[config.mk]
export PLATFORM = sky130hd
export DESIGN_NAME = cla_top
export DESIGN_NICKNAME = d
export VERILOG_FILES = /design/src/inc/cla_pkg.sv /design/src/rtl/cla_full_detect.sv /design/src/rtl/cla_empty_detect.sv /design/src/rtl/cla_top.sv
export SDC_FILE = /design/constraint.sdc
export NUM_CORES = 1
export LEC_CHECK = 0
export BUFFER_PORTS_ARGS = -buffer_cell sky130_fd_sc_hd__buf_2
export CORE_MARGIN = 1.5
export CORE_UTILIZATION = 45
export CTS_CLUSTER_SIZE = 16
export DETAILED_ROUTE_END_ITERATION = 8
export PLACE_DENSITY_LB_ADDON = 0.2
export SYNTH_ARGS = -nofsm -noshare
export SYNTH_HDL_FRONTEND = slang
export SYNTH_SLANG_ARGS = --single-unit
[constraint.sdc]
create_clock -name clk_sys -period 5.25 [get_ports clk_sys]
set_input_delay 1.05 -clock clk_sys [delete_from_list [all_inputs] [get_ports clk_sys]]
set_output_delay 1.05 -clock clk_sys [all_outputs]
set_load 0.05 [all_outputs]
[src/inc/cla_pkg.sv]
// Constants and types for the capacity learn and aging housekeeping block
package cla_pkg;
  // Register offsets on the register port
  localparam logic [7:0] CLA_OFS_SHUNT = 8'h00;
  localparam logic [7:0] CLA_OFS_VFULL = 8'h01;
  localparam logic [7:0] CLA_OFS_ITERM = 8'h02;
  localparam logic [7:0] CLA_OFS_VEMPTY = 8'h03;
  localparam logic [7:0] CLA_OFS_IEMPTY = 8'h04;
  localparam logic [7:0] CLA_OFS_RATED_HI = 8'h05;
  localparam logic [7:0] CLA_OFS_RATED_LO = 8'h06;
  localparam logic [7:0] CLA_OFS_AGE = 8'h07;
  localparam logic [7:0] CLA_OFS_STATUS = 8'h08;
  // Status bit positions
  localparam int CLA_BIT_FULL = 7;
  localparam int CLA_BIT_AEF = 6;
  localparam int CLA_BIT_LEARN = 4;
  // Values after reset
  localparam logic [7:0] CLA_RST_BYTE = 8'h00;
  localparam logic [15:0] CLA_RST_RATED = 16'h0000;
  localparam logic [7:0] CLA_RST_AGE = 8'h80;
  // Age scaler limits
  localparam logic [7:0] CLA_AGE_FULL = 8'h80;
  localparam logic [7:0] CLA_AGE_FLOOR = 8'h40;
  // Aging period is 2^5 = 32 rated charges
  localparam int CLA_AGE_SHIFT = 5;
  // Threshold scaling onto reading LSBs
  localparam int CLA_VOLT_SHIFT = 2;
  localparam int CLA_ITERM_SHIFT = 5;
  localparam int CLA_IEMPTY_SHIFT = 7;
  localparam logic signed [15:0] CLA_MIN_CHG = 16'sh0010;
  // Relative capacity clear points in percent
  localparam logic [7:0] CLA_AEF_CLR_PCT = 8'h05;
  localparam logic [7:0] CLA_FULL_CLR_PCT = 8'h5A;
  // Quotient bits of the learn divider
  localparam logic [2:0] CLA_DIV_STEPS = 3'h7;
  // Housekeeping sequencer states
  typedef enum logic [1:0] {
    CLA_ST_IDLE = 2'b00,
    CLA_ST_DIV = 2'b01,
    CLA_ST_LOAD = 2'b10
  } cla_state_t;
endpackage

[src/rtl/cla_full_detect.sv]
// Full charge detector on voltage and mean current samples
`timescale 1ns/1ps
module cla_full_detect
  import cla_pkg::*;
(
  input wire logic clk_sys,
  input wire logic rst_n,
  input wire logic volt_tick,
  input wire logic [9:0] volt_reading,
  input wire logic avg_tick,
  input wire logic signed [15:0] mean_current_reading,
  input wire logic [7:0] full_voltage_threshold,
  input wire logic [7:0] termination_current_threshold,
  output logic full_pulse
);
  logic [1:0] qual_q, qual_d; // Qualifying averages so far
  logic volt_ok; // Voltage above full threshold
  logic avg_ok; // Average inside charge window
  logic signed [15:0] iterm; // Threshold on reading LSBs

  // Qualifier terms
  always_comb begin
    volt_ok = volt_reading[9:CLA_VOLT_SHIFT] > full_voltage_threshold;
    iterm = 16'(termination_current_threshold) <<< CLA_ITERM_SHIFT;
    avg_ok = (mean_current_reading > CLA_MIN_CHG) && (mean_current_reading < iterm);
  end

  // Count two averages with voltage high throughout
  always_comb begin
    qual_d = qual_q;
    full_pulse = 1'b0;
    if (volt_tick && !volt_ok) begin
      qual_d = 2'h0;
    end else if (avg_tick) begin
      if (!avg_ok) begin
        qual_d = 2'h0;
      end else if (qual_q == 2'h1) begin
        qual_d = 2'h0;
        full_pulse = 1'b1;
      end else begin
        qual_d = 2'h1;
      end
    end
  end

  // State register
  always_ff @(posedge clk_sys or negedge rst_n) begin
    if (!rst_n) begin
      qual_q <= 2'h0;
    end else begin
      qual_q <= qual_d;
    end
  end

  full_avg_a: assert property (@(posedge clk_sys) disable iff (!rst_n)
    full_pulse |-> avg_tick && avg_ok && qual_q == 2'h1)
    else $error("full without a qualifying average");
  full_volt_a: assert property (@(posedge clk_sys) disable iff (!rst_n)
    (volt_tick && !volt_ok) |=> !full_pulse)
    else $error("full right after low voltage");
endmodule

[src/rtl/cla_empty_detect.sv]
// Low-voltage and active-empty point detector; the active-empty flag itself is held in cla_top
`timescale 1ns/1ps
module cla_empty_detect
  import cla_pkg::*;
(
  input wire logic clk_sys,
  input wire logic rst_n,
  input wire logic volt_tick,
  input wire logic [9:0] volt_reading,
  input wire logic cur_tick,
  input wire logic signed [15:0] cur_reading,
  input wire logic [7:0] empty_voltage_threshold,
  input wire logic [7:0] empty_current_threshold,
  output logic volt_low,
  output logic empty_point
);
  logic [1:0] dis_q, dis_d; // Last two readings were heavy discharge
  logic signed [15:0] ilimit; // Threshold on reading LSBs

  // Heavy discharge history
  always_comb begin
    ilimit = 16'(empty_current_threshold) <<< CLA_IEMPTY_SHIFT;
    volt_low = volt_tick && (volt_reading[9:CLA_VOLT_SHIFT] < empty_voltage_threshold);
    empty_point = volt_low && (&dis_q);
    dis_d = dis_q;
    if (cur_tick) begin
      dis_d = {dis_q[0], (cur_reading < 16'sh0000) && (-cur_reading > ilimit)};
    end
  end

  // State register
  always_ff @(posedge clk_sys or negedge rst_n) begin
    if (!rst_n) begin
      dis_q <= 2'b00;
    end else begin
      dis_q <= dis_d;
    end
  end

  point_hist_a: assert property (@(posedge clk_sys) disable iff (!rst_n)
    empty_point |-> volt_low && dis_q == 2'b11)
    else $error("empty point without discharge history");
  point_light_a: assert property (@(posedge clk_sys) disable iff (!rst_n)
    (cur_tick && cur_reading >= 16'sh0000) |=> !empty_point)
    else $error("empty point after a charging reading");
endmodule

[src/rtl/cla_top.sv]
// Capacity learn, aging estimation and coulomb count housekeeping
`timescale 1ns/1ps
module cla_top
  import cla_pkg::*;
(
  input wire logic clk_sys,
  input wire logic resetn,
  input wire logic reg_wr,
  input wire logic [7:0] reg_addr,
  input wire logic [7:0] reg_wdata,
  output logic [7:0] reg_rdata,
  input wire logic volt_tick,
  input wire logic [9:0] volt_reading,
  input wire logic cur_tick,
  input wire logic signed [15:0] cur_reading,
  input wire logic avg_tick,
  input wire logic signed [15:0] mean_current_reading,
  input wire logic count_dec,
  input wire logic [15:0] coulomb_count,
  input wire logic [15:0] full_model,
  input wire logic [15:0] empty_model,
  input wire logic [7:0] relative_active_capacity,
  input wire logic nv_load,
  input wire logic [7:0] nv_age_scaler,
  output logic count_load,
  output logic [15:0] count_load_value,
  output logic nv_save,
  output logic [7:0] age_scaler,
  output logic [7:0] shunt_conductance,
  output logic charge_full_flag,
  output logic active_empty_flag,
  output logic learn_cycle_flag
);
  // ------------------------------------------------------------
  // Reset release
  // ------------------------------------------------------------
  logic [1:0] rst_sync_q; // Release synchroniser
  logic rst_n; // Synchronised reset

  // Two flops release the reset to the clock
  always_ff @(posedge clk_sys or negedge resetn) begin
    if (!resetn) begin
      rst_sync_q <= 2'b00;
    end else begin
      rst_sync_q <= {rst_sync_q[0], 1'b1};
    end
  end
  assign rst_n = rst_sync_q[1];

  // ------------------------------------------------------------
  // Detectors
  // ------------------------------------------------------------
  logic full_pulse; // Full charge detected
  logic volt_low; // Voltage under empty threshold
  logic empty_point; // Active-empty point detected
  logic [7:0] vfull_q, vfull_d; // Full voltage threshold
  logic [7:0] iterm_q, iterm_d; // Termination current threshold
  logic [7:0] vempty_q, vempty_d; // Empty voltage threshold
  logic [7:0] iempty_q, iempty_d; // Empty current threshold

  cla_full_detect u_full (
    .clk_sys(clk_sys),
    .rst_n(rst_n),
    .volt_tick(volt_tick),
    .volt_reading(volt_reading),
    .avg_tick(avg_tick),
    .mean_current_reading(mean_current_reading),
    .full_voltage_threshold(vfull_q),
    .termination_current_threshold(iterm_q),
    .full_pulse(full_pulse)
  );

  cla_empty_detect u_empty (
    .clk_sys(clk_sys),
    .rst_n(rst_n),
    .volt_tick(volt_tick),
    .volt_reading(volt_reading),
    .cur_tick(cur_tick),
    .cur_reading(cur_reading),
    .empty_voltage_threshold(vempty_q),
    .empty_current_threshold(iempty_q),
    .volt_low(volt_low),
    .empty_point(empty_point)
  );

  // ------------------------------------------------------------
  // Parameter registers
  // ------------------------------------------------------------
  logic [7:0] shunt_q, shunt_d; // Shunt conductance in mhos
  logic [15:0] rated_q, rated_d; // Rated charge for aging
  logic [7:0] rdata_d; // Read mux

  // Host writes to parameters
  always_comb begin
    shunt_d = shunt_q;
    vfull_d = vfull_q;
    iterm_d = iterm_q;
    vempty_d = vempty_q;
    iempty_d = iempty_q;
    rated_d = rated_q;
    if (reg_wr) begin
      if (reg_addr == CLA_OFS_SHUNT) begin
        shunt_d = reg_wdata;
      end else if (reg_addr == CLA_OFS_VFULL) begin
        vfull_d = reg_wdata;
      end else if (reg_addr == CLA_OFS_ITERM) begin
        iterm_d = reg_wdata;
      end else if (reg_addr == CLA_OFS_VEMPTY) begin
        vempty_d = reg_wdata;
      end else if (reg_addr == CLA_OFS_IEMPTY) begin
        iempty_d = reg_wdata;
      end else if (reg_addr == CLA_OFS_RATED_HI) begin
        rated_d = {reg_wdata, rated_q[7:0]};
      end else if (reg_addr == CLA_OFS_RATED_LO) begin
        rated_d = {rated_q[15:8], reg_wdata};
      end
    end
  end

  // Parameter flops
  always_ff @(posedge clk_sys or negedge rst_n) begin
    if (!rst_n) begin
      shunt_q <= CLA_RST_BYTE;
      vfull_q <= CLA_RST_BYTE;
      iterm_q <= CLA_RST_BYTE;
      vempty_q <= CLA_RST_BYTE;
      iempty_q <= CLA_RST_BYTE;
      rated_q <= CLA_RST_RATED;
    end else begin
      shunt_q <= shunt_d;
      vfull_q <= vfull_d;
      iterm_q <= iterm_d;
      vempty_q <= vempty_d;
      iempty_q <= iempty_d;
      rated_q <= rated_d;
    end
  end

  // ------------------------------------------------------------
  // Flags, aging and housekeeping
  // ------------------------------------------------------------
  cla_state_t st_q, st_d; // Housekeeping sequencer
  logic [7:0] age_q, age_d; // Age scaler
  logic [20:0] wear_q, wear_d; // Discharge count toward one aging step
  logic [20:0] wear_limit; // 32 times rated charge
  logic full_q, full_d; // Charge full flag
  logic aef_q, aef_d; // Active-empty flag
  logic learn_q, learn_d; // Learn cycle flag
  logic learned_q, learned_d; // Full ended a learn cycle
  logic [16:0] rem_q, rem_d; // Divider remainder
  logic [6:0] quo_q, quo_d; // Divider quotient
  logic [2:0] step_q, step_d; // Divider steps left
  logic load_q, load_d; // Count load strobe
  logic [15:0] load_val_q, load_val_d; // Count load value
  logic save_q, save_d; // Save request to memory
  logic [23:0] scaled_full; // Full model times age scaler
  logic [16:0] rem_shift; // Remainder shifted for next bit

  // Flags, aging, learn division and count corrections
  always_comb begin
    st_d = st_q;
    age_d = age_q;
    wear_d = wear_q;
    full_d = full_q;
    aef_d = aef_q;
    learn_d = learn_q;
    learned_d = learned_q;
    rem_d = rem_q;
    quo_d = quo_q;
    step_d = step_q;
    load_d = 1'b0;
    load_val_d = load_val_q;
    save_d = 1'b0;
    wear_limit = {rated_q, 5'h00};
    scaled_full = full_model * age_q;
    rem_shift = {rem_q[15:0], 1'b0};
    // Full flag clears on low relative capacity, detection wins
    if (relative_active_capacity < CLA_FULL_CLR_PCT) begin
      full_d = 1'b0;
    end
    // Empty flag clears above 5 percent, low voltage wins
    if (relative_active_capacity > CLA_AEF_CLR_PCT) begin
      aef_d = 1'b0;
    end
    if (volt_low) begin
      aef_d = 1'b1;
    end
    // Learn flag drops on discharge or an empty count
    if ((cur_tick && cur_reading < 16'sh0000) || coulomb_count == 16'h0000) begin
      learn_d = 1'b0;
    end
    if (empty_point) begin
      learn_d = 1'b1;
    end
    case (st_q)
      CLA_ST_IDLE: begin
        if (full_pulse) begin
          full_d = 1'b1;
          learn_d = 1'b0;
          learned_d = learn_q;
          if (learn_q && coulomb_count >= full_model) begin
            age_d = CLA_AGE_FULL;
            save_d = age_q != CLA_AGE_FULL;
            st_d = CLA_ST_LOAD;
          end else if (learn_q) begin
            rem_d = {1'b0, coulomb_count};
            quo_d = 7'h00;
            step_d = CLA_DIV_STEPS;
            st_d = CLA_ST_DIV;
          end else begin
            st_d = CLA_ST_LOAD;
          end
        end else if (empty_point || (volt_tick && learn_q && volt_low)) begin
          load_d = 1'b1;
          load_val_d = empty_model;
        end else if (volt_tick && aef_q && !learn_q && coulomb_count > empty_model) begin
          load_d = 1'b1;
          load_val_d = empty_model;
        end else if (count_dec && rated_q != 16'h0000) begin
          if (wear_q + 21'h000001 >= wear_limit) begin
            wear_d = 21'h000000;
            if (age_q > CLA_AGE_FLOOR) begin
              age_d = age_q - 8'h01;
              save_d = 1'b1;
            end
          end else begin
            wear_d = wear_q + 21'h000001;
          end
        end
      end
      CLA_ST_DIV: begin
        // One quotient bit per cycle, scaler untouched until done
        if (rem_shift >= {1'b0, full_model}) begin
          rem_d = rem_shift - {1'b0, full_model};
          quo_d = {quo_q[5:0], 1'b1};
        end else begin
          rem_d = rem_shift;
          quo_d = {quo_q[5:0], 1'b0};
        end
        step_d = step_q - 3'h1;
        if (step_q == 3'h1) begin
          // Whole new value in one cycle, floored at 50 percent
          age_d = ({1'b0, quo_d} < CLA_AGE_FLOOR) ? CLA_AGE_FLOOR : {1'b0, quo_d};
          save_d = 1'b1;
          st_d = CLA_ST_LOAD;
        end
      end
      CLA_ST_LOAD: begin
        // Scaled full model with the settled scaler
        load_d = 1'b1;
        load_val_d = scaled_full[22:7];
        learned_d = 1'b0;
        st_d = CLA_ST_IDLE;
      end
      default: begin
        st_d = CLA_ST_IDLE;
      end
    endcase
    // Host write or memory recall of the scaler overrides
    if (nv_load) begin
      age_d = nv_age_scaler;
    end else if (reg_wr && reg_addr == CLA_OFS_AGE) begin
      age_d = reg_wdata;
      save_d = 1'b1;
    end
  end

  // Housekeeping flops
  always_ff @(posedge clk_sys or negedge rst_n) begin
    if (!rst_n) begin
      st_q <= CLA_ST_IDLE;
      age_q <= CLA_RST_AGE;
      wear_q <= 21'h000000;
      full_q <= 1'b0;
      aef_q <= 1'b0;
      learn_q <= 1'b0;
      learned_q <= 1'b0;
      rem_q <= 17'h00000;
      quo_q <= 7'h00;
      step_q <= 3'h0;
      load_q <= 1'b0;
      load_val_q <= 16'h0000;
      save_q <= 1'b0;
    end else begin
      st_q <= st_d;
      age_q <= age_d;
      wear_q <= wear_d;
      full_q <= full_d;
      aef_q <= aef_d;
      learn_q <= learn_d;
      learned_q <= learned_d;
      rem_q <= rem_d;
      quo_q <= quo_d;
      step_q <= step_d;
      load_q <= load_d;
      load_val_q <= load_val_d;
      save_q <= save_d;
    end
  end

  // ------------------------------------------------------------
  // Read port and outputs
  // ------------------------------------------------------------
  // Read mux, unmapped offsets read zero
  always_comb begin
    rdata_d = 8'h00;
    if (reg_addr == CLA_OFS_SHUNT) begin
      rdata_d = shunt_q;
    end else if (reg_addr == CLA_OFS_VFULL) begin
      rdata_d = vfull_q;
    end else if (reg_addr == CLA_OFS_ITERM) begin
      rdata_d = iterm_q;
    end else if (reg_addr == CLA_OFS_VEMPTY) begin
      rdata_d = vempty_q;
    end else if (reg_addr == CLA_OFS_IEMPTY) begin
      rdata_d = iempty_q;
    end else if (reg_addr == CLA_OFS_RATED_HI) begin
      rdata_d = rated_q[15:8];
    end else if (reg_addr == CLA_OFS_RATED_LO) begin
      rdata_d = rated_q[7:0];
    end else if (reg_addr == CLA_OFS_AGE) begin
      rdata_d = age_q;
    end else if (reg_addr == CLA_OFS_STATUS) begin
      rdata_d[CLA_BIT_FULL] = full_q;
      rdata_d[CLA_BIT_AEF] = aef_q;
      rdata_d[CLA_BIT_LEARN] = learn_q;
    end
  end

  // Registered read data
  always_ff @(posedge clk_sys or negedge rst_n) begin
    if (!rst_n) begin
      reg_rdata <= 8'h00;
    end else begin
      reg_rdata <= rdata_d;
    end
  end

  assign count_load = load_q;
  assign count_load_value = load_val_q;
  assign nv_save = save_q;
  assign age_scaler = age_q;
  assign shunt_conductance = shunt_q;
  assign charge_full_flag = full_q;
  assign active_empty_flag = aef_q;
  assign learn_cycle_flag = learn_q;

  // ------------------------------------------------------------
  // Checks
  // ------------------------------------------------------------
  age_floor_a: assert property (@(posedge clk_sys) disable iff (!rst_n)
    ($past(age_q) >= CLA_AGE_FLOOR && !$past(nv_load) && !$past(reg_wr))
      |-> age_q >= CLA_AGE_FLOOR)
    else $error("age scaler went below floor");
  full_flags_a: assert property (@(posedge clk_sys) disable iff (!rst_n)
    (st_q == CLA_ST_IDLE && full_pulse) |=> full_q && !learn_q)
    else $error("full did not set full and clear learn");
  learn_set_a: assert property (@(posedge clk_sys) disable iff (!rst_n)
    (empty_point && st_q == CLA_ST_IDLE) |=> learn_q && load_q && load_val_q == $past(empty_model))
    else $error("empty point did not start learn");
  load_order_a: assert property (@(posedge clk_sys) disable iff (!rst_n)
    (st_q == CLA_ST_DIV) |-> !load_q [*2])
    else $error("count loaded before scaler settled");
  full_load_a: assert property (@(posedge clk_sys) disable iff (!rst_n)
    (st_q == CLA_ST_LOAD) |=> load_q && load_val_q == $past(scaled_full[22:7]))
    else $error("full load value wrong");
  empty_lower_a: assert property (@(posedge clk_sys) disable iff (!rst_n)
    (load_q && !learn_q && $past(st_q) == CLA_ST_IDLE) |-> load_val_q < $past(coulomb_count)
      || $past(empty_point) || $past(learn_q))
    else $error("empty correction raised the count");
  aef_set_a: assert property (@(posedge clk_sys) disable iff (!rst_n)
    volt_low |=> aef_q)
    else $error("empty flag missed low voltage");
  wear_step_a: assert property (@(posedge clk_sys) disable iff (!rst_n)
    (st_q == CLA_ST_IDLE && !full_pulse && !empty_point && !volt_tick && count_dec
      && rated_q != 16'h0000 && !nv_load && !reg_wr && age_q > CLA_AGE_FLOOR
      && wear_q + 21'h000001 >= wear_limit) |=> age_q == $past(age_q) - 8'h01 && save_q)
    else $error("aging step missed");
endmodule

==> impl_results.rst <==
.. list-table::
   :header-rows: 1

   * - Metric
     - Value
   * - Clock Sinks
     - 146
   * - Starting density of the core
     - 46.2%
   * - Die height
     - 178 um
   * - Antenna cell count
     - 0
   * - Most frequent standard cell in the layout excluding fill and tap cells
     - inv_1
   * - GR met1 Demand/Resource
     - 34.2%
   * - Clock Root Buffer
     - clkbuf_16
   * - Clock tree buffer depth
     - 2
   * - Cell taking the most area after synthesis
     - dfrtp_1
   * - Area taken by flip-flops and latches
     - 3660 sq um
   * - I/O pin total
     - 175
   * - Total clock buffers created by CTS
     - 17
   * - Detail Placement HPWL
     - 33000 um
   * - Slew HR
     - 27.2%
   * - TritonCTS clock tree
     - yes
   * - Proportion of synthesized area in mux cells
     - 4.35%
   * - Number of filler cells placed in the layout
     - 2783
   * - Minimum setup slack after placement
     - -591 ps
   * - Final-report hold violation count
     - 0
   * - Grt total ovfl
     - 0
   * - Horizontal extent of the die
     - 178 um
   * - Leading post-synthesis cells by cell area
     - dfrtp_1 (26%), ha_1 (13%), fa_1 (12%)
   * - Utilization after layout
     - 54.7%
   * - Unrepaired setup endpoints after global routing
     - true
   * - Largest stage delay on the critical path
     - 530 ps
   * - Syn nets
     - 1903
   * - Met3 usage
     - 3.79%
   * - Area of the mapped netlist
     - 13800 sq um
   * - Crit Path Category
     - in2reg
   * - Global Route met2 Usage
     - 47.3%
   * - Fraction of post-synthesis cell area in the top cell type by area
     - 26.3%
   * - Cell occurring most often along the worst timing path
     - fa_1
   * - Type of element capturing the critical path
     - flip-flop
   * - Combinational family with the most area after synthesis
     - adder cells
   * - Iter 0 DRT Violations
     - 723
   * - Worst Clk Skew
     - 12.9 ps
   * - Mean cell area of the mapped netlist
     - 8.89 sq um
   * - Post-synthesis share of cell area spent on full adders, half adders and majority gates
     - 24.6%
   * - Fraction of layout instances using a drive strength above 1
     - 22.3%
   * - Clock-pin slew of the registers on the worst-case setup and hold paths
     - 70 ps
   * - Final period util
     - 98.9%
   * - CP required
     - 5550 ps
   * - DRT Wirelength
     - 41500 um
   * - Warnings from Yosys
     - 0
   * - Number of synthesized flops with an enable pin
     - 0
   * - Worst Hold Class
     - reg2reg
   * - Post-synthesis sequential area ratio
     - 26.5%
   * - Global router's overall resource usage
     - 27.1%
   * - Multi-input gate area
     - 9400 sq um
   * - Die area
     - 31700 sq um
   * - Xor and xnor fraction of the mapped netlist area
     - 3.36%
   * - Area of the core
     - 29900 sq um
   * - Final worst setup slack
     - 58.1 ps
   * - Peak clock frequency supported by timing
     - 193 MHz
   * - Startpoint of the worst-slack reg-to-reg timing path
     - age_scaler[7]
   * - Worst hold path startpoint
     - rst_sync_q[0]
   * - Simple-gate portion of the synthesized area
     - 18.1%
   * - Wire per inst
     - 19.1 um
   * - Number of antenna violations at the first check in global routing
     - 0
   * - Type of origin of the critical path
     - input pin
   * - Placed standard-cell area
     - 15600 sq um
   * - Max-cap violations
     - 0
   * - Fraction of synthesis flops using an asynchronous set or reset pin
     - 100%
   * - Gr busiest metal
     - met2
   * - Cell row count
     - 63
   * - Post-synthesis compound-gate area fraction
     - 16.0%
   * - Reported leakage power
     - 8.03 nW
   * - Number of synthesized register bits
     - 146
   * - Cells after synthesis
     - 1552
   * - Weighted congestion at the end of routability-driven global placement
     - 0.901
   * - Pin count of the biggest net entering global routing
     - 83
   * - Cell at the slowest stage of the critical path
     - fa_1
   * - Final nets
     - 2118
   * - Cell-by-cell trace of the critical path
     - buf_2, buf_4, and2_1, fa_1, fa_1, fa_1, inv_1, fa_1, inv_1, ha_4, and4_1, a211oi_2, a21boi_4, o211ai_1, a311o_1, a21oi_2, xor2_2, mux2i_1
   * - Library cells used by synthesis
     - 79
   * - Launching element of the worst setup path
     - full_model[5]
   * - Run status
     - complete, no violations
   * - Worst-Skew Late Latency
     - 440 ps
   * - Routed Antenna Nets
     - 0
   * - Peak supply drop
     - 0.667 mV
   * - Maximum net fanout on the critical path
     - 4
   * - H-tree depth
     - 4
   * - Synthesis-to-finish area growth
     - 18.4%
   * - Number of design rule violations left after detail routing
     - 0
   * - Setup violations, final
     - 0
   * - Number of global-route vias before repair
     - 12.4k
   * - Port Buf Inserts
     - 171
   * - Primary FF master, synth
     - dfrtp_1
   * - Slew of the pin with the lowest slew margin
     - 1090 ps
   * - Commonest cells after routing, fill and taps aside
     - inv_1 (186), buf_2 (167), dfrtp_1 (139)
   * - First-pass GRT wire length
     - 65800 um
   * - Minimum clock period
     - 5190 ps
   * - Power density over cell area
     - 651 nW/um^2
   * - Number of search-and-repair iterations in the first detailed-routing pass
     - 5
   * - Final design area excluding fillers
     - 16300 sq um
   * - Number of max-slew violations in the final report
     - 0
   * - Via count
     - 12.2k
   * - Vias/cell
     - 5.62
   * - Arrival time at the worst endpoint
     - 5490 ps
[flip-flops by register name, indices dropped and copies added, names as in the netlist, 3 cells and up]
| register | cells |
|---|---|
| iterm_q | 8 |
| wear_q | 21 |
| vempty_q | 8 |
| rated_q | 16 |
| shunt_conductance | 8 |
| rem_q | 16 |
| iempty_q | 8 |
| step_q | 3 |
| reg_rdata | 8 |
| vfull_q | 8 |
| age_scaler | 8 |
| quo_q | 6 |
| count_load_value | 16 |
[metal layers]
| metal | wire length, um | up-vias |
|---|---|---|
| met4 | 1240 | 0 |
| met2 | 20400 | 419 |
| li1 | - | 5797 |
| met5 | 0 | - |
| met1 | 17400 | 5911 |
| met3 | 2470 | 79 |
[report_power, final]
group | switching [mW] | leakage (nW) | internal, mW
Sequential | 0.143 | 1.84 | 1.25
Combinational | 4.27 | 5.93 | 3.79
Clock | 0.521 | 0.264 | 0.672
Total | 4.93 | 8.03 | 5.71
[Yosys cell counts (7+ instances only)]
| library cell | n |
|---|---|
| and3_1 | 12 |
| mux2i_1 | 15 |
| o21ai_0 | 86 |
| buf_2 | 8 |
| a211oi_1 | 13 |
| clkbuf_1 | 42 |
| or3_1 | 9 |
| a22oi_1 | 22 |
| nand2_1 | 129 |
| xor2_1 | 19 |
| nor3_1 | 22 |
| nor2_1 | 99 |
| mux2_2 | 36 |
| inv_1 | 193 |
| nand2b_1 | 32 |
| dfrtp_1 | 145 |
| nor2b_1 | 18 |
| o211ai_1 | 7 |
| nand3_1 | 36 |
| a221o_1 | 7 |
| a22o_1 | 7 |
| fa_1 | 83 |
| ha_1 | 138 |
| o31ai_1 | 13 |
| a21o_1 | 15 |
| a221oi_1 | 9 |
| and2_1 | 71 |
| a21oi_1 | 74 |
| o21ai_1 | 7 |
| nor4_1 | 19 |
| o21a_1 | 11 |
| nand4_1 | 19 |
| xnor2_1 | 34 |
[worst max-delay path: cells and delay by family]
kind                     cells  cell delay [ps]
XOR/XNOR                     1              190
multiplexers                 1               90
adder cells (fa/ha/maj)      5             2230
buffers and inverters        4              390
AND/OR/NAND/NOR              2              360
AO/OA/AOI/OAI                5             1180
[path summary, 6_finish.rpt]
kind,end,slack (ps),cells past startpoint
setup / recovery,count_load_value[15],60,18
hold / removal,rst_sync_q[1],360,0
setup reg to reg,count_load_value[15],180,17
hold reg to reg,rst_sync_q[1],360,0
max in group asynchronous,wear_q[13],3860,1
min in group asynchronous,rst_sync_q[1],380,1
[cells by family after synthesis]
kind of cell / Yosys count
adders and majority gates: 221
AOI/OAI and AO/OA: 332
buffers and inverters: 251
xor gates and xnor gates: 53
other: 1
DFF: 146
muxes: 54
and+or+nand+nor: 494
[per-stage QoR]
| step | total power, mW | TNS [ps] | hold slack [ps] | std cells |
|---|---|---|---|---|
| CTS | 10.2 | 0 | 359 | 2168 |
| floorplan | 6.48 | 0 | 331 | 1552 |
| detailed placement | 8.91 | -4030 | 344 | 2136 |
| global route | 11.7 | -180 | 366 | 2170 |
| finish | 10.6 | 0 | 357 | 2170 |
| global placement | 8.73 | -2790 | 339 | 2136 |
[layout make-up]
class	count	share of cell area, %
clock buffers	22	2.78
clock inverters	10	0.636
inverters	193	4.43
multi-input cells	1155	57.5
flip-flops and latches	146	22.4
well taps	390	2.99
repair buffers	254	9.21
[repair_timing]
item / 4_1_cts / 5_1_grt
hold buffers: 0 / 0
pin swaps: 2 / 13
setup endpoints to repair: 1 / 9
hold endpoints to repair: 0 / 0
resized for setup: 2 / 41
setup buffers: 0 / 2
Note: power is estimated with default switching activity, not from simulation.
